<file path="config.mk">
export PLATFORM = sky130hd
export DESIGN_NAME = dmrc_top
export DESIGN_NICKNAME = d
export VERILOG_FILES = /design/src/pkg/dmrc_pkg.sv /design/src/rtl/dmrc_top.sv
export SDC_FILE = /design/constraint.sdc
export NUM_CORES = 1
export LEC_CHECK = 0
export CAP_MARGIN = 10
export CORE_UTILIZATION = 65
export DETAILED_ROUTE_END_ITERATION = 6
export DONT_BUFFER_PORTS = 1
export GPL_TIMING_DRIVEN = 0
export HOLD_SLACK_MARGIN = 0.1
export PLACE_DENSITY = 0.81
export SETUP_SLACK_MARGIN = 0.2
export SYNTH_ARGS = -nofsm -noshare
export SYNTH_HDL_FRONTEND = slang
export SYNTH_SLANG_ARGS = --single-unit
</file>
<file path="constraint.sdc">
create_clock -name clk_sys -period 12 [get_ports clk_sys]
set_clock_uncertainty 0.2 [all_clocks]
set_input_delay 1.8 -clock clk_sys [delete_from_list [all_inputs] [get_ports clk_sys]]
set_output_delay 1.8 -clock clk_sys [all_outputs]
set_load 0.02 [all_outputs]
</file>
<file path="src/pkg/dmrc_pkg.sv">
// Constants for the DRAM mode register configuration block
package dmrc_pkg;
   localparam int CLK_PERIOD_NS = 10;
   localparam int XP_NS = 6;
   localparam int XPDLL_NS = 24;
   localparam int TRP_NS = 15;
   localparam int XP_CYC = (XP_NS + CLK_PERIOD_NS - 1) / CLK_PERIOD_NS;
   localparam int XPDLL_CYC = (XPDLL_NS + CLK_PERIOD_NS - 1) / CLK_PERIOD_NS;
   localparam int TRP_CYC = (TRP_NS + CLK_PERIOD_NS - 1) / CLK_PERIOD_NS;
   localparam int DLL_LOCK_CYC = 512;
   localparam int ADDR_W = 14;
   localparam int LAT_W = 5;
   localparam int CNT_W = 10;
   localparam int PIPE_D = 32;
   // Command pins {cs_n, ras_n, cas_n, we_n}
   localparam logic [3:0] CMD_MRS = 4'h0;
   localparam logic [3:0] CMD_REF = 4'h1;
   localparam logic [3:0] CMD_WR = 4'h4;
   localparam logic [3:0] CMD_RD = 4'h5;
   localparam logic [2:0] BA_MR0 = 3'h0;
   localparam logic [2:0] BA_MR1 = 3'h1;
   localparam logic [2:0] BA_MR2 = 3'h2;
   // Mode register zero fields
   localparam int MR0_CL0 = 2;
   localparam int MR0_CL1 = 4;
   localparam int MR0_CL2 = 5;
   localparam int MR0_CL3 = 6;
   localparam int MR0_TEST = 7;
   localparam int MR0_DLLRST = 8;
   localparam int MR0_WR_LSB = 9;
   localparam int MR0_PPD = 12;
   // Mode register one fields
   localparam int MR1_DLLDIS = 0;
   localparam int MR1_DIC0 = 1;
   localparam int MR1_RTT0 = 2;
   localparam int MR1_AL_LSB = 3;
   localparam int MR1_DIC1 = 5;
   localparam int MR1_RTT1 = 6;
   localparam int MR1_WLVL = 7;
   localparam int MR1_RTT2 = 9;
   localparam int MR1_TDQS = 11;
   localparam int MR1_QOFF = 12;
   // Mode register two fields
   localparam int MR2_CWL_LSB = 3;
   localparam int MR2_RTTWR_LSB = 9;
   localparam logic [1:0] AL_OFF = 2'h0;
   localparam logic [1:0] AL_CL1 = 2'h1;
   localparam logic [1:0] AL_CL2 = 2'h2;
   localparam logic [1:0] AL_RSVD = 2'h3;
   localparam logic [LAT_W-1:0] CL_BASE_LO = 5'h04;
   localparam logic [LAT_W-1:0] CL_BASE_HI = 5'h0B;
   localparam logic [LAT_W-1:0] CWL_BASE = 5'h05;
   typedef enum logic [1:0] {
      PWR_ACTIVE = 2'h0,
      PWR_PDOWN = 2'h1,
      PWR_EXIT = 2'h3,
      PWR_SREF = 2'h2
   } dmrc_pwr_e;
   // Write recovery code to cycles
   function automatic logic [LAT_W-1:0] wr_decode(input logic [2:0] code);
      case (code)
         3'h1: wr_decode = 5'h05;
         3'h2: wr_decode = 5'h06;
         3'h3: wr_decode = 5'h07;
         3'h4: wr_decode = 5'h08;
         3'h5: wr_decode = 5'h0A;
         3'h6: wr_decode = 5'h0C;
         3'h7: wr_decode = 5'h0E;
         default: wr_decode = 5'h10;
      endcase
   endfunction
endpackage

</file>
<file path="src/rtl/dmrc_top.sv">
// Mode register zero/one/two store, latency decode and DLL control
`timescale 1ns/10ps
`default_nettype none
// Operation
// Column read latency comes from mode register zero bits A2, A4, A5, A6.
// Read latency is additive plus column latency, whole cycles only.
// Controller keeps A7 of register zero low; high means undefined test state.
// DLL reset bit clears itself after the reset action is done.
// Controller waits DLL lock time after any DLL reset before reads.
// Write recovery A9-A11 plus precharge time gives auto-precharge delay.
// Controller programs recovery at least recovery time over period, rounded up.
// A12 selects frozen DLL slow exit or running DLL fast exit.
// Register one is written with BA0 high, other strobes and banks low.
// Controller drives BA2, A8, A10, A13 zero when writing register one.
// Write leveling with outputs on allows only divide-by 2, 4, 6 termination.
// Nominal termination during writes uses only divide-by 2, 4, 6.
// With A0 low, DLL turns off in self refresh, back on at exit.
// Controller holds clock enable high throughout DLL lock time.
// Writes need no DLL unless write-time termination is enabled.
// In DLL-off mode controller disables nominal termination.
// In DLL-off mode controller zeroes dynamic termination in register two.
// Driver impedance is selected by A1 and A5 of register one.
// Nominal termination in register one, write termination in register two.
// Read or write right after activate is delayed by additive latency.
// Additive latency from A4:A3: zero, CL-1, CL-2, or reserved.
// Write latency is additive latency plus column write latency.
// Register zero is written with all strobes and bank bits low.
// Controller changes mode registers only when idle.
// Reserved additive latency code is flagged unsupported, latency forced to zero.
module dmrc_top (
   input wire logic clk_sys,
   input wire logic resetn,
   input wire logic cke,
   input wire logic cs_n,
   input wire logic ras_n,
   input wire logic cas_n,
   input wire logic we_n,
   input wire logic [2:0] ba,
   input wire logic [13:0] addr,
   output logic [4:0] cas_latency,
   output logic [4:0] additive_latency,
   output logic [4:0] read_latency,
   output logic [4:0] write_latency,
   output logic [4:0] autoprecharge_to_activate_delay,
   output logic al_reserved,
   output logic test_mode,
   output logic [1:0] drive_strength,
   output logic [2:0] rtt_nom,
   output logic [1:0] rtt_wr,
   output logic write_leveling,
   output logic tdqs_enable,
   output logic outputs_off,
   output logic dll_running,
   output logic dll_locked,
   output logic write_term_ok,
   output logic cmd_ready,
   output logic rd_issue,
   output logic wr_issue,
   output logic rd_data_start,
   output logic wr_data_start
);
   // ****************************************
   // Command decode
   // ****************************************
   logic [3:0] cmd;
   logic mrs0, mrs1, mrs2, mrs_any, take_rd, take_wr;
   dmrc_pkg::dmrc_pwr_e pwr_q, pwr_d;
   logic [13:0] mr0_q, mr1_q, mr2_q;
   logic dllrst_q, cke_q;
   logic [dmrc_pkg::CNT_W-1:0] lock_q, lock_d;
   logic [3:0] exit_q, exit_d;
   logic [1:0] cmd_pipe_q [dmrc_pkg::PIPE_D];
   logic [dmrc_pkg::PIPE_D-1:0] rd_pipe_q, wr_pipe_q;

   assign cmd = {cs_n, ras_n, cas_n, we_n};
   assign mrs0 = cke & (cmd == dmrc_pkg::CMD_MRS) & (ba == dmrc_pkg::BA_MR0);
   assign mrs1 = cke & (cmd == dmrc_pkg::CMD_MRS) & (ba == dmrc_pkg::BA_MR1);
   assign mrs2 = cke & (cmd == dmrc_pkg::CMD_MRS) & (ba == dmrc_pkg::BA_MR2);
   assign take_rd = cmd_ready & cke & (cmd == dmrc_pkg::CMD_RD);
   assign take_wr = cmd_ready & cke & (cmd == dmrc_pkg::CMD_WR);
   assign mrs_any = mrs0 | mrs1 | mrs2;

   // ****************************************
   // Mode registers
   // ****************************************
   always_ff @(posedge clk_sys) begin
      if (!resetn) begin
         mr0_q <= 14'h0000;
         mr1_q <= 14'h0000;
         mr2_q <= 14'h0000;
         dllrst_q <= 1'b0;
         cke_q <= 1'b0;
      end else begin
         if (mrs0) begin
            mr0_q <= addr;
         end
         if (mrs1) begin
            mr1_q <= addr;
         end
         if (mrs2) begin
            mr2_q <= addr;
         end
         dllrst_q <= mrs0 & addr[dmrc_pkg::MR0_DLLRST];
         cke_q <= cke;
      end
   end

   // ****************************************
   // Latency decode
   // ****************************************
   logic [3:0] cl_code;
   logic [1:0] al_code;
   logic [4:0] cl_v, al_v, cwl_v, wr_v;
   logic dll_en, ppd_fast, dllrst_bit;

   assign cl_code = {mr0_q[dmrc_pkg::MR0_CL0], mr0_q[dmrc_pkg::MR0_CL3],
                     mr0_q[dmrc_pkg::MR0_CL2], mr0_q[dmrc_pkg::MR0_CL1]};
   assign cl_v = (cl_code[3] ? dmrc_pkg::CL_BASE_HI : dmrc_pkg::CL_BASE_LO)
                 + {2'b00, cl_code[2:0]};
   assign al_code = mr1_q[dmrc_pkg::MR1_AL_LSB +: 2];
   assign al_v = (al_code == dmrc_pkg::AL_CL1) ? cl_v - 5'h01 :
                 (al_code == dmrc_pkg::AL_CL2) ? cl_v - 5'h02 : 5'h00;
   assign cwl_v = dmrc_pkg::CWL_BASE + {2'b00, mr2_q[dmrc_pkg::MR2_CWL_LSB +: 3]};
   assign wr_v = dmrc_pkg::wr_decode(mr0_q[dmrc_pkg::MR0_WR_LSB +: 3]);
   assign dll_en = ~mr1_q[dmrc_pkg::MR1_DLLDIS];
   assign ppd_fast = mr0_q[dmrc_pkg::MR0_PPD];
   assign dllrst_bit = dllrst_q;

   always_ff @(posedge clk_sys) begin
      if (!resetn) begin
         cas_latency <= 5'h00;
         additive_latency <= 5'h00;
         read_latency <= 5'h00;
         write_latency <= 5'h00;
         autoprecharge_to_activate_delay <= 5'h00;
         al_reserved <= 1'b0;
         test_mode <= 1'b0;
         drive_strength <= 2'h0;
         rtt_nom <= 3'h0;
         rtt_wr <= 2'h0;
         write_leveling <= 1'b0;
         tdqs_enable <= 1'b0;
         outputs_off <= 1'b0;
      end else begin
         cas_latency <= cl_v;
         additive_latency <= al_v;
         read_latency <= al_v + cl_v;
         write_latency <= al_v + cwl_v;
         autoprecharge_to_activate_delay <= wr_v + 5'(dmrc_pkg::TRP_CYC);
         al_reserved <= (al_code == dmrc_pkg::AL_RSVD);
         test_mode <= mr0_q[dmrc_pkg::MR0_TEST];
         drive_strength <= {mr1_q[dmrc_pkg::MR1_DIC1], mr1_q[dmrc_pkg::MR1_DIC0]};
         rtt_nom <= {mr1_q[dmrc_pkg::MR1_RTT2], mr1_q[dmrc_pkg::MR1_RTT1],
                     mr1_q[dmrc_pkg::MR1_RTT0]};
         rtt_wr <= mr2_q[dmrc_pkg::MR2_RTTWR_LSB +: 2];
         write_leveling <= mr1_q[dmrc_pkg::MR1_WLVL];
         tdqs_enable <= mr1_q[dmrc_pkg::MR1_TDQS];
         outputs_off <= mr1_q[dmrc_pkg::MR1_QOFF];
      end
   end

   // ****************************************
   // Power state and DLL
   // ****************************************
   logic cke_fall, sref_exit;

   assign cke_fall = cke_q & ~cke;
   assign sref_exit = (pwr_q == dmrc_pkg::PWR_SREF) & cke;

   always_comb begin
      pwr_d = pwr_q;
      exit_d = (exit_q != 4'h0) ? exit_q - 4'h1 : 4'h0;
      case (pwr_q)
         dmrc_pkg::PWR_ACTIVE: begin
            if (cke_fall && cmd == dmrc_pkg::CMD_REF) begin
               pwr_d = dmrc_pkg::PWR_SREF;
            end else if (cke_fall) begin
               pwr_d = dmrc_pkg::PWR_PDOWN;
            end
         end
         dmrc_pkg::PWR_PDOWN: begin
            if (cke) begin
               pwr_d = dmrc_pkg::PWR_EXIT;
               exit_d = ppd_fast ? 4'(dmrc_pkg::XP_CYC) : 4'(dmrc_pkg::XPDLL_CYC);
            end
         end
         dmrc_pkg::PWR_SREF: begin
            if (cke) begin
               pwr_d = dmrc_pkg::PWR_EXIT;
               exit_d = 4'(dmrc_pkg::XP_CYC);
            end
         end
         dmrc_pkg::PWR_EXIT: begin
            if (exit_q <= 4'h1) begin
               pwr_d = dmrc_pkg::PWR_ACTIVE;
            end
         end
         default: pwr_d = dmrc_pkg::PWR_ACTIVE;
      endcase
   end

   // DLL relocks after a reset action or after self refresh exit
   always_comb begin
      lock_d = (lock_q != '0) ? lock_q - 10'h001 : lock_q;
      if ((dllrst_bit || sref_exit) && dll_en) begin
         lock_d = 10'(dmrc_pkg::DLL_LOCK_CYC);
      end
   end

   always_ff @(posedge clk_sys) begin
      if (!resetn) begin
         pwr_q <= dmrc_pkg::PWR_ACTIVE;
         exit_q <= 4'h0;
         lock_q <= '0;
      end else begin
         pwr_q <= pwr_d;
         exit_q <= exit_d;
         lock_q <= lock_d;
      end
   end

   assign cmd_ready = (pwr_q == dmrc_pkg::PWR_ACTIVE);
   assign dll_running = dll_en & (pwr_q != dmrc_pkg::PWR_SREF)
                        & ~((pwr_q == dmrc_pkg::PWR_PDOWN) & ~ppd_fast);
   assign dll_locked = dll_running & (lock_q == '0);
   assign write_term_ok = (rtt_wr == 2'h0) | dll_locked;

   // ****************************************
   // Additive and column latency pipes
   // ****************************************
   // Mode change flushes stale entries so a new latency cannot replay them
   always_ff @(posedge clk_sys) begin
      if (!resetn || mrs_any) begin
         for (int i = 0; i < dmrc_pkg::PIPE_D; i++) begin
            cmd_pipe_q[i] <= 2'b00;
         end
         rd_pipe_q <= '0;
         wr_pipe_q <= '0;
      end else begin
         cmd_pipe_q[0] <= {take_wr, take_rd};
         for (int i = 1; i < dmrc_pkg::PIPE_D; i++) begin
            cmd_pipe_q[i] <= cmd_pipe_q[i-1];
         end
         rd_pipe_q <= {rd_pipe_q[dmrc_pkg::PIPE_D-2:0], rd_issue};
         wr_pipe_q <= {wr_pipe_q[dmrc_pkg::PIPE_D-2:0], wr_issue};
      end
   end

   assign rd_issue = cmd_pipe_q[additive_latency][0];
   assign wr_issue = cmd_pipe_q[additive_latency][1];
   assign rd_data_start = rd_pipe_q[cas_latency - 5'h01];
   assign wr_data_start = wr_pipe_q[write_latency - additive_latency - 5'h01];
endmodule
`default_nettype wire

</file>
# == Word level (Yosys, flattened, before mapping) ==
# Memory sizes are Yosys's and may differ from the RTL's. A register that Yosys moved wholly into a read port is not among the register bits.
# Cells that the tools add are included.
# totals
reg_bits,156
ram_bits,64
output_inout_bits,45
word_cells,188
mem_count,1
# op_classes
addsub,12
order_cmp,3
n_eq_ne,22
muxes,56
bitwise,54
n_reduce_logical,16
# memory_table
name,words,word_bits,rd,rd_clocked_by_memory_dff,write_ports,line_no,rtl
cmd_pipe_q,32,2,32,1,32,dmrc_top.sv:72,logic [1:0] cmd_pipe_q [dmrc_pkg::PIPE_D];
# op_table
operator,n
2-bit two-way mux,37
1-bit OR,35
5-bit one-hot mux with 7 select lines,1
10-bit two-way mux,2
4-bit two-way mux,4
5-bit two-way mux,3
5-bit by 1-bit subtractor with 5-bit output (second input constant),3
1-bit bitwise AND,14
3-bit equality test (second input constant),4
5-bit by 6-bit less-than comparator with 1-bit output (second input constant),2
1-bit binary-select mux with 5-bit select,2
10-bit logical NOT,1
10-bit nonzero test,1
10-bit by 1-bit subtractor with 10-bit output (second input constant),1
3-bit by 2-bit equality test with 1-bit output (second input constant),3
2-bit equality test (second input constant),4
4-bit by 3-bit equality test with 1-bit output (second input constant),2
4-bit one-hot mux with 2 select lines,1
3-bit by 1-bit equality test with 1-bit output (second input constant),2
2-bit one-hot mux with 3 select lines,1
4-bit by 3-bit adder with 5-bit output,1
5-bit by 2-bit adder with 5-bit output (second input constant),1
5-bit by 4-bit adder with 5-bit output,1
5-bit adder,1
other kinds (22),36

# == Depth between registers and ports, before layout ==
# logic_depth
word_depth,9
ltp_mapped,14
ltp_nobuf,14

# == Worst setup path after synthesis ==
# OpenSTA, ideal clock, no wires.
# synth_timing
path_kind,register to output
start,register additive_latency[0]
end,output wr_data_start
t_arrival_ns,2.840
path_slack_ns,7.160
path_stages_with_launch,9
path_buffers,3
path_cell_list,dfxtp_1 buf_6 buf_8 inv_1 ha_1 clkbuf_1 mux4_2 mux4_2 mux2_2
# synth_via
elab_chain_cells,4
# synth_lines
item,line_no,rtl
from (decl),dmrc_top.sv:41,"output logic [4:0] additive_latency,"
from (signal assigned),dmrc_top.sv:146,additive_latency <= al_v;
5-bit subtractor,dmrc_top.sv:252,assign wr_data_start = wr_pipe_q[write_latency - additive_latency - 5'h01];
5-bit by 1-bit subtractor with 5-bit output,dmrc_top.sv:252,
1-bit binary-select mux with 5-bit select,dmrc_top.sv:252,
1-bit two-way mux (not written as such),dmrc_top.sv:252,
to (decl),dmrc_top.sv:60,output logic wr_data_start
# Every way passes these cells. The select of a mux whose other input is x is not followed.

# == Worst setup path in the final report ==
# Same ends and word-level chain as after synthesis.

==> impl_metrics.toml <==
[power]
p_sw_mw = 0.3759
power.density_mw_per_mm2 = 171.1
p_total_mw = 1.563
clkPwrFrac_pct = 43.1
p_seq_share_pct = 46.6
peakVddDrop_uv = 119.1
internal_power_mw = 1.187
netSwitchingFraction_pct = 24.05
leakagePower_nw = 3.799
power_frac_comb_pct = 10.3

[detailed_routing]
vias = 5270
wl_um = 16360
ant_nets = 0
first_pass_iters = 4
drtIter0Drc = 336
viasPerCell = 5.685
drcViolationCount = 0
wire_per_inst_um = 17.65

[placement]
gp_congestion = 0.8791
portBuffers = 0
dpl.hpwl_um = 11640

[floorplanning]
core_area_mm2 = 0.01216
dieHeight_um = 114.3
start_util_pct = 67.41
io_pins = 69
fp.dieW_um = 114.3
die_area_mm2 = 0.01307
rows = 40

[final_layout]
multi_input_area_mm2 = 0.003776
final-seq-area_mm2 = 0.004164
antenna_cells = 0
nFillCells = 806
drive_gt1_share_pct = 11.86
area_growth_pct = 11.42
finalNetCount = 796

[logic_synthesis]
ys_seq_elements = 208
async_flop_share_pct = 0
synth_flop_cell = "dfxtp_1"
yosys_warnings = 0
syn_area_per_cell_um2 = 11.37
synth_edf_count = 0
ys_seq_area_share_pct = 50.79
netlist_area_mm2 = 0.008198
syn_nets = 773
yosysUniqueCellTypes = 54
synthCells = 721

[timing]
worst_pin_slew_ns = 0.8548
finalSetupViolCount = 0
fin_crit_ns = 5.649
final_max_slew_viol_count = 0
fin_tns_setup_ns = 0
rsz0062_at_grt = "no"
fmax_mhz = 177.0
fin_crit_sh_pct = 47.07
relSlewSlack_pct = 43.02
finalHoldViolations = 0

[critical_path]
critPathKind = "flip-flop to primary output"
end_kind = "primary output"
required_ns = 10.00
start_kind = "flip-flop"
worstPathArrival_ns = 3.65
crit_fanout = 10

[global_routing]
grt_pass1_wl_um = 26880
grt_pass1_vias = 5480
grt.overflow.total = 0
grt_max_degree = 15
grt_usage_pct = 26.12
antenna_found_initial = 0

[outcome]
status = "finished, final reports clean"

[clock_tree]
ctsRootBufferMaster = "clkbuf_16"
clockBufferDepth = 3
cts_buffers = 21
clk_pin_slew_worst_paths_ns = 0.07
h-tree-depth = 1
clock-sinks = 208
cts-resized-gates = 0
post_cts.repair.setup_buffers = 0
cts_tree = "built"
clkLatencyLatePin_ns = 0.49
holdBufCountCts = 0

[run]
maxCapViolations = 0

[min_path]
min_path_type = "flip-flop to flip-flop"
[routing by layer]
metal | wire length (um) | up-vias | global-route usage (%)
met1 | 7171 | 2607 | 34.20
met3 | 963 | 25 | 5.294
met4 | 284 | 0 | 7.100
met5 | 0 | - | 0
met2 | 7944 | 129 | 44.28
li1 | - | 2509 | -
[final timing paths]
kind | start | to | slack [ns] | depth (start not counted)
setup / recovery | additive_latency[0]$_SDFF_PN0_ | wr_data_start | 6.35 | 8
hold / removal | rd_pipe_q[5]$_SDFF_PP0_ | rd_pipe_q[6]$_SDFF_PP0_ | 0.25 | 1
setup reg to reg | mr0_q[2]$_SDFFE_PN0P_ | read_latency[4]$_SDFF_PN0_ | 7.58 | 12
hold reg to reg | rd_pipe_q[5]$_SDFF_PP0_ | rd_pipe_q[6]$_SDFF_PP0_ | 0.25 | 1
[layout by cell type, fill, tap and decap left out, types with 14 or more instances in the layout]
| cell | n |
|---|---|
| mux2i_1 | 26 |
| and2_1 | 146 |
| ha_1 | 24 |
| dfxtp_1 | 208 |
| clkbuf_16 | 21 |
| clkbuf_1 | 29 |
| inv_1 | 27 |
| mux4_2 | 30 |
| xnor2_1 | 14 |
| nor2_1 | 62 |
| a21oi_1 | 18 |
[state kept, by name, summed over array words and instances (netlist names), 3 cells and up]
name                             flops
additive_latency                     5
autoprecharge_to_activate_delay      5
cas_latency                          5
cmd_pipe_q                          64
exit_q                               4
lock_q                              10
mr0_q                                9
mr1_q                               11
mr2_q                                5
rd_pipe_q                           32
read_latency                         5
rtt_nom                              3
wr_pipe_q                           32
write_latency                        5
[critical path, stage by stage (launching register included)]
cell      delay, ns
dfxtp_1        0.48
buf_6          0.22
buf_8          0.18
inv_1          0.06
ha_1           0.28
clkbuf_1       0.52
mux4_2         0.59
mux4_2         0.47
mux2_2         0.34
[cell type report]
| cell class | count | area share (%) |
|---|---|---|
| well taps | 168 | 2.301 |
| multi-input cells | 454 | 41.34 |
| plain buffers | 30 | 1.630 |
| clock buffers | 30 | 6.562 |
| inverters | 29 | 1.192 |
| flip-flops and latches | 208 | 45.59 |
| clock inverters | 8 | 1.384 |
[power groups by stage]
stage | clock, mW | combinational (mW) | sequential [mW]
after CTS | 0.681 | 0.161 | 0.728
after global placement | 0 | 0.150 | 0.741
after detailed placement | 0 | 0.159 | 0.743
after floorplan | 0 | 0.130 | 0.739
after global routing | 0.712 | 0.178 | 0.731
final | 0.673 | 0.161 | 0.728
[logic make-up after synthesis]
kind of cell             after synthesis  share of synthesized area (%)
flip-flops                           208                          50.79
buffers and inverters                 59                          3.144
adder cells (fa/ha/maj)               28                          4.640
AND/OR/NAND/NOR                      274                          18.82
AO/OA/AOI/OAI                         58                          4.533
XOR/XNOR                              21                          2.579
multiplexers                          73                          15.49
[Yosys cell counts (4+ instances only)]
| cell type | instances | area share, % |
|---|---|---|
| xnor2_1 | 14 | 1.5 |
| or3_1 | 5 | 0.38 |
| dfxtp_1 | 208 | 51 |
| nor3_1 | 8 | 0.49 |
| inv_1 | 27 | 1.2 |
| mux4_4 | 6 | 1.8 |
| nand3_1 | 5 | 0.31 |
| nor4_1 | 4 | 0.31 |
| nand2b_1 | 6 | 0.46 |
| and2_1 | 146 | 11 |
| nor2b_1 | 5 | 0.38 |
| clkbuf_1 | 24 | 1.1 |
| mux2_2 | 7 | 0.96 |
| mux2i_1 | 26 | 3.2 |
| a21oi_1 | 18 | 1.1 |
| and3_1 | 6 | 0.46 |
| o211ai_1 | 5 | 0.46 |
| nand2_1 | 11 | 0.50 |
| mux4_2 | 30 | 8.2 |
| fa_1 | 4 | 0.98 |
| o21ai_0 | 11 | 0.67 |
| mux4_1 | 4 | 1.3 |
| xor2_1 | 5 | 0.53 |
| nor2_1 | 62 | 2.8 |
| ha_1 | 24 | 3.7 |
| a21o_1 | 4 | 0.37 |
[stage by stage]
step / cell area (um2) / worst slack [ns] / cells / hold WS, ns / utilization [%]
final: 9134 / 6.351 / 927 / 0.2452 / 75.10
after global routing: 9134 / 6.121 / 927 / 0.2659 / 75.10
after CTS: 9134 / 6.275 / 927 / 0.2492 / 75.10
after detailed placement: 8408 / 6.789 / 889 / 0.2365 / 69.14
after global placement: 8408 / 6.837 / 889 / 0.2260 / 69.14
after floorplan: 8198 / 7.160 / 721 / 0.2208 / -
Power figures use the tool's default switching activity.
